[config.mk]
export PLATFORM = sky130hd
export DESIGN_NAME = spd_core
export DESIGN_NICKNAME = d
export VERILOG_FILES = /design/src/hdl/spd_pkg.sv /design/src/hdl/spd_core.sv
export SDC_FILE = /design/constraint.sdc
export NUM_CORES = 1
export LEC_CHECK = 0
export BUFFER_PORTS_ARGS = -buffer_cell sky130_fd_sc_hd__buf_2
export CORE_MARGIN = 3
export CORE_UTILIZATION = 41
export DETAILED_ROUTE_END_ITERATION = 12
export PLACE_DENSITY_LB_ADDON = 0.2
export SYNTH_ARGS = -nofsm -noshare
export SYNTH_HDL_FRONTEND = slang
export SYNTH_SLANG_ARGS = --single-unit
[constraint.sdc]
create_clock -name clk -period 1.7 [get_ports clk]
set_input_delay 0.085 -clock clk [delete_from_list [all_inputs] [get_ports clk]]
set_output_delay 0.085 -clock clk [all_outputs]
set_load 0.03 [all_outputs]
[src/hdl/spd_pkg.sv]
`default_nettype none
package spd_pkg;
    // ------------------------------------------------------------
    // timing
    // ------------------------------------------------------------
    localparam int CLK_PERIOD_NS     = 10;
    localparam int ZERO_PULSE_MAX_NS = 30;
    localparam int ZERO_PULSE_CYC    = (ZERO_PULSE_MAX_NS / CLK_PERIOD_NS) < 1 ? 1
                                       : (ZERO_PULSE_MAX_NS / CLK_PERIOD_NS);
    // ------------------------------------------------------------
    // dividers
    // ------------------------------------------------------------
    localparam int          REF_DIV      = 4;
    localparam logic [1:0]  REF_CNT_RST  = 2'h0;
    localparam logic [3:0]  PRE_TOP_16   = 4'hF;
    localparam logic [3:0]  PRE_TOP_15   = 4'hE;
    localparam logic [3:0]  PRE_HALF     = 4'h8;
    localparam logic [3:0]  PRE_CNT_RST  = 4'h0;
    // pulse bookkeeping counters used by the checks
    localparam logic [7:0]  CHK_CNT_RST  = 8'h00;

    // comparator states
    typedef enum logic [1:0] {SPD_IDLE, SPD_LEAD, SPD_LAG} spd_state_t;
endpackage : spd_pkg
`default_nettype wire

[src/hdl/spd_core.sv]
`timescale 1ns/1ps
`default_nettype none
module spd_core (
    // clock and reset
    input  wire logic clk,
    input  wire logic sys_rst,
    // crystal oscillator tap and reference
    input  wire logic xtal_in,
    output logic      ref_out,
    // comparator
    input  wire logic cmp_ref_in,
    input  wire logic cmp_fb_in,
    output logic      lead_n_out,
    output logic      lag_out,
    // two-modulus prescaler
    input  wire logic pre_clk_in,
    input  wire logic mod_ctrl_in,
    output logic      pre_out
);
    // ------------------------------------------------------------
    // edge detection
    // ------------------------------------------------------------
    logic xtal_d_r, ref_d_r, fb_d_r, pclk_d_r;
    wire  xtal_rise = xtal_in & ~xtal_d_r;
    wire  ref_fall  = ref_d_r & ~cmp_ref_in;
    wire  fb_fall   = fb_d_r & ~cmp_fb_in;
    wire  pclk_rise = pre_clk_in & ~pclk_d_r;

    // previous samples of the inputs
    always_ff @(posedge clk or posedge sys_rst) begin
        if (sys_rst) begin
            xtal_d_r <= 1'b0;
            ref_d_r  <= 1'b0;
            fb_d_r   <= 1'b0;
            pclk_d_r <= 1'b0;
        end else begin
            xtal_d_r <= xtal_in;
            ref_d_r  <= cmp_ref_in;
            fb_d_r   <= cmp_fb_in;
            pclk_d_r <= pre_clk_in;
        end
    end

    // ------------------------------------------------------------
    // divide by four reference
    // ------------------------------------------------------------
    logic [1:0] ref_cnt_r;
    wire  [1:0] ref_cnt_nxt = xtal_rise ? ref_cnt_r + 2'h1 : ref_cnt_r;

    // counter msb is a square wave at a quarter of the crystal rate
    always_ff @(posedge clk or posedge sys_rst) begin
        if (sys_rst) begin
            ref_cnt_r <= spd_pkg::REF_CNT_RST;
            ref_out   <= 1'b0;
        end else begin
            ref_cnt_r <= ref_cnt_nxt;
            ref_out   <= ref_cnt_nxt[1];
        end
    end

    // ------------------------------------------------------------
    // phase/frequency comparator
    // ------------------------------------------------------------
    spd_pkg::spd_state_t st_r, st_nxt;

    // tri-state detector: first edge opens a pulse, the other closes it
    always_comb begin
        st_nxt = st_r;
        unique case (st_r)
            spd_pkg::SPD_IDLE: begin
                if (ref_fall && !fb_fall)
                    st_nxt = spd_pkg::SPD_LEAD;
                else if (fb_fall && !ref_fall)
                    st_nxt = spd_pkg::SPD_LAG;
            end
            spd_pkg::SPD_LEAD: begin
                if (fb_fall)
                    st_nxt = spd_pkg::SPD_IDLE;
            end
            spd_pkg::SPD_LAG: begin
                if (ref_fall)
                    st_nxt = spd_pkg::SPD_IDLE;
            end
            default: st_nxt = spd_pkg::SPD_IDLE;
        endcase
    end

    // repeated edges of one input keep the state, giving frequency pull-in
    always_ff @(posedge clk or posedge sys_rst) begin
        if (sys_rst) begin
            st_r       <= spd_pkg::SPD_IDLE;
            lead_n_out <= 1'b1;
            lag_out    <= 1'b0;
        end else begin
            st_r       <= st_nxt;
            lead_n_out <= (st_nxt != spd_pkg::SPD_LEAD);
            lag_out    <= (st_nxt == spd_pkg::SPD_LAG);
        end
    end

    // ------------------------------------------------------------
    // two-modulus prescaler
    // ------------------------------------------------------------
    logic [3:0] pre_cnt_r;
    wire  [3:0] pre_top     = mod_ctrl_in ? spd_pkg::PRE_TOP_16 : spd_pkg::PRE_TOP_15;
    wire        pre_wrap    = (pre_cnt_r >= pre_top);
    wire  [3:0] pre_cnt_nxt = !pclk_rise ? pre_cnt_r :
                              pre_wrap ? spd_pkg::PRE_CNT_RST : pre_cnt_r + 4'h1;

    // output high for the first eight counts of each cycle, falls once per cycle
    always_ff @(posedge clk or posedge sys_rst) begin
        if (sys_rst) begin
            pre_cnt_r <= spd_pkg::PRE_CNT_RST;
            pre_out   <= 1'b1;
        end else begin
            pre_cnt_r <= pre_cnt_nxt;
            pre_out   <= (pre_cnt_nxt < spd_pkg::PRE_HALF);
        end
    end

    // ------------------------------------------------------------
    // pulse bookkeeping for the checks
    // ------------------------------------------------------------
    logic [7:0] sep_cnt_r;    // edges since the opening edge
    logic [7:0] width_cnt_r;  // edges with a pulse standing
    wire        pulse_on      = !lead_n_out || lag_out;
    wire        pair_close    = (st_r == spd_pkg::SPD_LEAD && fb_fall)
                              || (st_r == spd_pkg::SPD_LAG && ref_fall);
    wire        sep_sat       = (sep_cnt_r == 8'hFF);
    wire        width_sat     = (width_cnt_r == 8'hFF);
    wire  [7:0] sep_cnt_nxt   = (st_r == spd_pkg::SPD_IDLE) ? spd_pkg::CHK_CNT_RST
                              : sep_cnt_r + {7'h00, !sep_sat};
    wire  [7:0] width_cnt_nxt = !pulse_on ? spd_pkg::CHK_CNT_RST
                              : width_cnt_r + {7'h00, !width_sat};

    // both saturate, so a long pull-in cannot wrap them apart
    always_ff @(posedge clk or posedge sys_rst) begin
        if (sys_rst) begin
            sep_cnt_r   <= spd_pkg::CHK_CNT_RST;
            width_cnt_r <= spd_pkg::CHK_CNT_RST;
        end else begin
            sep_cnt_r   <= sep_cnt_nxt;
            width_cnt_r <= width_cnt_nxt;
        end
    end

    // ------------------------------------------------------------
    // assertions
    // ------------------------------------------------------------
    a_ref_lead_low: assert property (@(posedge clk) disable iff (sys_rst)
        (st_r == spd_pkg::SPD_IDLE && ref_fall && !fb_fall) |=> (!lead_n_out && !lag_out))
        else $error("reference first did not start lead pulse");
    a_fb_lag_high: assert property (@(posedge clk) disable iff (sys_rst)
        (st_r == spd_pkg::SPD_IDLE && fb_fall && !ref_fall) |=> (lag_out && lead_n_out))
        else $error("feedback first did not start lag pulse");
    a_pulse_ends: assert property (@(posedge clk) disable iff (sys_rst)
        (st_r == spd_pkg::SPD_LEAD && fb_fall) |=> lead_n_out)
        else $error("lead pulse did not end at feedback edge");
    a_idle_outputs: assert property (@(posedge clk) disable iff (sys_rst)
        (st_r == spd_pkg::SPD_LAG && ref_fall) |=> (lead_n_out && !lag_out))
        else $error("comparator not idle after both edges");
    a_never_both: assert property (@(posedge clk) disable iff (sys_rst)
        !(!lead_n_out && lag_out))
        else $error("lead and lag active together");
    a_rise_ignored: assert property (@(posedge clk) disable iff (sys_rst)
        (!ref_fall && !fb_fall && st_r == spd_pkg::SPD_IDLE) |=> (lead_n_out && !lag_out))
        else $error("comparator reacted without a falling edge");
    a_lock_narrow: assert property (@(posedge clk) disable iff (sys_rst)
        (st_r == spd_pkg::SPD_IDLE && ref_fall && fb_fall) |=> (lead_n_out && !lag_out)[*2]
        ##1 ((lead_n_out && !lag_out) || $past(ref_fall || fb_fall)))
        else $error("coincident edges gave a pulse");
    a_ref_toggle: assert property (@(posedge clk) disable iff (sys_rst)
        (xtal_rise && ref_cnt_r == 2'h1) |=> (ref_out == 1'b1))
        else $error("reference divider wrong");
    a_pre_wrap: assert property (@(posedge clk) disable iff (sys_rst)
        (pclk_rise && !mod_ctrl_in && pre_cnt_r == spd_pkg::PRE_TOP_15) |=> (pre_cnt_r == 4'h0))
        else $error("divide by fifteen did not wrap");
    a_pre_sixteen: assert property (@(posedge clk) disable iff (sys_rst)
        (pclk_rise && mod_ctrl_in && pre_cnt_r == spd_pkg::PRE_TOP_15) |=> (pre_cnt_r == spd_pkg::PRE_TOP_16))
        else $error("divide by sixteen wrapped early");

    // pulse stretching under repeated edges and pulse width
    a_lead_holds: assert property (@(posedge clk) disable iff (sys_rst)
        (st_r == spd_pkg::SPD_LEAD && !fb_fall) |=> (!lead_n_out && !lag_out))
        else $error("lead pulse ended without feedback edge");
    a_lag_holds: assert property (@(posedge clk) disable iff (sys_rst)
        (st_r == spd_pkg::SPD_LAG && !ref_fall) |=> (lag_out && lead_n_out))
        else $error("lag pulse ended without reference edge");
    a_width_match: assert property (@(posedge clk) disable iff (sys_rst)
        pair_close |-> (pulse_on && width_cnt_r == sep_cnt_r))
        else $error("pulse width differs from edge separation");

    // reference divider edges
    a_ref_fall_edge: assert property (@(posedge clk) disable iff (sys_rst)
        (xtal_rise && ref_cnt_r == 2'h3) |=> !ref_out)
        else $error("reference did not fall on fourth crystal rise");
    a_ref_hold: assert property (@(posedge clk) disable iff (sys_rst)
        !xtal_rise |=> $stable(ref_out))
        else $error("reference moved without a crystal rise");

    // prescaler output shape
    a_pre_half: assert property (@(posedge clk) disable iff (sys_rst)
        (pclk_rise && pre_cnt_r == 4'h7) |=> !pre_out)
        else $error("prescaler output did not fall at half count");
    a_pre_wrap16: assert property (@(posedge clk) disable iff (sys_rst)
        (pclk_rise && mod_ctrl_in && pre_cnt_r == spd_pkg::PRE_TOP_16)
        |=> (pre_cnt_r == spd_pkg::PRE_CNT_RST && pre_out))
        else $error("divide by sixteen did not wrap high");
    a_pre_rise15: assert property (@(posedge clk) disable iff (sys_rst)
        (pclk_rise && !mod_ctrl_in && pre_cnt_r == spd_pkg::PRE_TOP_15) |=> pre_out)
        else $error("divide by fifteen output did not rise at wrap");
    a_pre_idle: assert property (@(posedge clk) disable iff (sys_rst)
        !pclk_rise |=> $stable({pre_cnt_r, pre_out}))
        else $error("prescaler moved without a clock rise");

    // coverage of the main scenarios

    c_lead: cover property (@(posedge clk) disable iff (sys_rst) !lead_n_out);
    c_lag: cover property (@(posedge clk) disable iff (sys_rst) lag_out);
    c_lock: cover property (@(posedge clk) disable iff (sys_rst) ref_fall && fb_fall);
    c_pre_fall: cover property (@(posedge clk) disable iff (sys_rst) $fell(pre_out) && !mod_ctrl_in);
    c_pullin: cover property (@(posedge clk) disable iff (sys_rst) st_r == spd_pkg::SPD_LEAD && ref_fall);
endmodule : spd_core
`default_nettype wire

==> results by group <==
Status
  • Outcome: completed

Synthesis
  • Synth area leader: dfrtp_1
  • Sequential element share of the synthesized area: 62.40%
  • Area of the mapped netlist: 605.6 um2
  • Top cell type's share of synthesized area: 53.72%
  • Synthesis-stage register bit count: 15
  • Largest family of logic cells by synthesized area: simple AND/OR/NAND/NOR gates
  • Compound-Gate Fraction of Synth Area: 9.504%
  • Simple-gate area share of the yosys netlist: 17.98%
  • Syn avg cell area: 11.65 um2
  • Yosys cell types: 23
  • Area contributors post-synth: dfrtp_1 54%, dfstp_2 8.7%, ha_1 4.1%
  • Syn_nets: 61
  • Adder-cell share of the synthesized area: 4.132%
  • Post-Synth XOR/XNOR Area: 2.893%
  • Gate Count Post-Synth: 52
  • Post-synthesis mux area share: 0%
  • Yosys warnings: 0

Detailed routing
  • Drt initial violations: 1
  • Final wirelength: 891 um
  • Via count: 400
  • DR WL/cell: 10.36 um
  • Final ANT Viol Nets: 0
  • 1st-pass router iterations: 4
  • DR vias/cell: 4.651
  • Drc violations: 0

Layout
  • Most common cell after layout, fill and taps aside: dfrtp_1
  • FILL cells: 124
  • Most frequent cells in the layout: 13 x dfrtp_1, 10 x buf_2, 6 x nand2_1
  • P&R area growth vs syn: 24.17%
  • Post-route non-filler standard cell count: 86
  • FF/Latch Area: 377.9 um2
  • Diodes inserted: 0
  • Multi-input gate area in the final layout: 209.0 um2
  • Final Core Density: 55.70%
  • Layout cells sized above 1: 25.35%
  • Final net count: 81

Place
  • DPL Wire Length: 639.8 um
  • Final Wtd Congestion: 0.7589
  • Placed Instances: 77
  • Number of port buffers: 10

Setup path
  • Cell Chain, Critical Path: inv_1 > ha_1 > nor3b_1 > o31ai_1 > o21ai_1
  • Top Family by Delay on Critical Path: flip-flops
  • CP Launch Type: flip-flop
  • Slowest cell delay on critical path: 0.40 ns
  • Max FO, Critical Path: 4
  • CP Data Arrival Time: 1.47 ns
  • Bufs and invs on worst path: 1
  • Slowest stage cell, crit path: dfrtp_1
  • Worst Setup End Kind: flip-flop
  • Setup Crit Path Kind: flip-flop to flip-flop
  • Critical Path RT: 1.85 ns

Die
  • CORE AREA: 1350 um2
  • I/O pin total: 11
  • Row count: 13
  • Starting Density: 44.86%
  • Die height: 44.43 um
  • Die X: 44.43 um
  • Die area: 1974 um2

STA
  • Setup Viol. Count Final: 0
  • Highest clock rate: 757.1 MHz
  • Skew final: 0.0008004 ns
  • Setup_tns: 0 ns
  • Final hold violations: 0
  • Period utilisation layout: 77.70%
  • Pins over their slew limit: 0
  • Rel. slew slack: 63.66%
  • Min cycle time layout: 1.321 ns
  • Worst slew pin tran: 0.5446 ns
  • RSZ-0062 raised after global routing: false

Clocking
  • CTS Sinks: 15
  • H-tree levels: 1
  • Root buf cell: clkbuf_4
  • Clock latency on the worst-skew pair: 0.28 ns
  • CTS tree: built
  • Post-CTS Setup Bufs: 0
  • Clock transition at the registers of the reported paths: 0.08 ns
  • CTS buffer count: 3
  • Max Root-Sink Buffers: 2
  • Post-cts resize count: 0

Global route
  • First-pass GRT wire length: 1538 um
  • Initial antenna violation count: 0
  • Largest net degree at the start of global routing: 16
  • Number of global-route vias before repair: 369
  • Total track usage: 11.16%
  • Grt ovf: 0

Job
  • MaxCap Viol Count: 0

Power and ir drop
  • Peak supply drop: 0.7894 mV
  • PD cells: 1309 nW/um2
  • Leak Pwr: 0.3692 nW

Min path
  • Hold crit path type: primary input to flip-flop
[where the power goes]
part	switching [W]	internal, W
combinational	0.000162	0.000118
clock	0.000105	0.0000872
sequential	0.0000589	0.000453
total	0.000326	0.000659
[layer usage]
metal,vias up,global-route usage (%),wire length [um]
li1,210,-,-
met1,176,15.14,452
met2,12,13.95,350
met3,2,7.724,82
met4,0,3.614,6
met5,-,0,0
[worst min-delay path: cells and delay by family]
family | cells | cell delay (ns)
compound gates | 2 | 0.24
fa+ha+maj | 1 | 0.15
buf+inv | 1 | 0.08
[layout make-up]
type                    count  share of cell area [%]
multi-input cells          32                   27.79
repair buffers             15                   13.31
clock inverters             1                  0.6656
inverters                   5                   2.496
flip-flops and latches     15                   50.25
well taps                  15                   2.496
clock buffers               3                   2.995
[synth_stat cells, drive strengths merged]
library cell and count:
a21o 1, o21ai 4, o31ai 1, and2 1
inv 5, dfrtp 13, or3 1, nand3 1
dfstp 2, ha 2, and4bb 1, nand2b 2
or2b 1, o21a 1, nor2b 1, a21oi 3
nor3b 1, xnor2 2, nand3b 1, nor2 2
nand2 6
[path summary, 6_finish.rpt]
kind | startpoint | end | slack [ns] | cells after the start
max | pre_cnt_r[0] | pre_cnt_r[3] | 0.38 | 5
max reg2reg | pre_cnt_r[0] | pre_cnt_r[3] | 0.38 | 5
min reg2reg | ref_cnt_r[1] | ref_cnt_r[1] | 0.47 | 1
min | mod_ctrl_in | pre_cnt_r[1] | 0.32 | 4
min in group asynchronous | sys_rst | lag_out | 0.38 | 3
max in group asynchronous | sys_rst | pre_out | 0.95 | 3
[per-stage QoR]
step | hold WS, ns | power, W | worst slack [ns] | area (um2)
final | 0.3160 | 0.0009846 | 0.3792 | 752.0
after global routing | 0.3961 | 0.001067 | 0.2484 | 752.0
after CTS | 0.3173 | 0.0009997 | 0.3875 | 752.0
after detailed placement | 0.1497 | 0.0007926 | 0.4106 | 674.4
after global placement | 0.1549 | 0.0007855 | 0.4600 | 674.4
after floorplan | -0.01495 | 0.0007199 | 0.5066 | 605.6
[state kept, by name (all words and copies together) (netlist names)]
register,cells
fb_d_r,1
ref_cnt_r,2
st_r,2
xtal_d_r,1
lag_out,1
pre_out,1
lead_n_out,1
pre_cnt_r,4
ref_d_r,1
pclk_d_r,1
[logic make-up (layout without fill, tap and decap cells)]
kind of cell | count (synthesis) | in the layout
flip-flops | 15 | 15
AND/OR/NAND/NOR | 18 | 18
buffers and inverters | 5 | 24
AO/OA/AOI/OAI | 10 | 10
XOR/XNOR | 2 | 2
adder cells (fa/ha/maj) | 2 | 2
[timing repair]
action	CTS	global route
setup endpoints to repair	0	0
endpoints found under the hold margin	17	0
hold buffers	5	0
No activity file was read; power rests on OpenSTA's default activity.
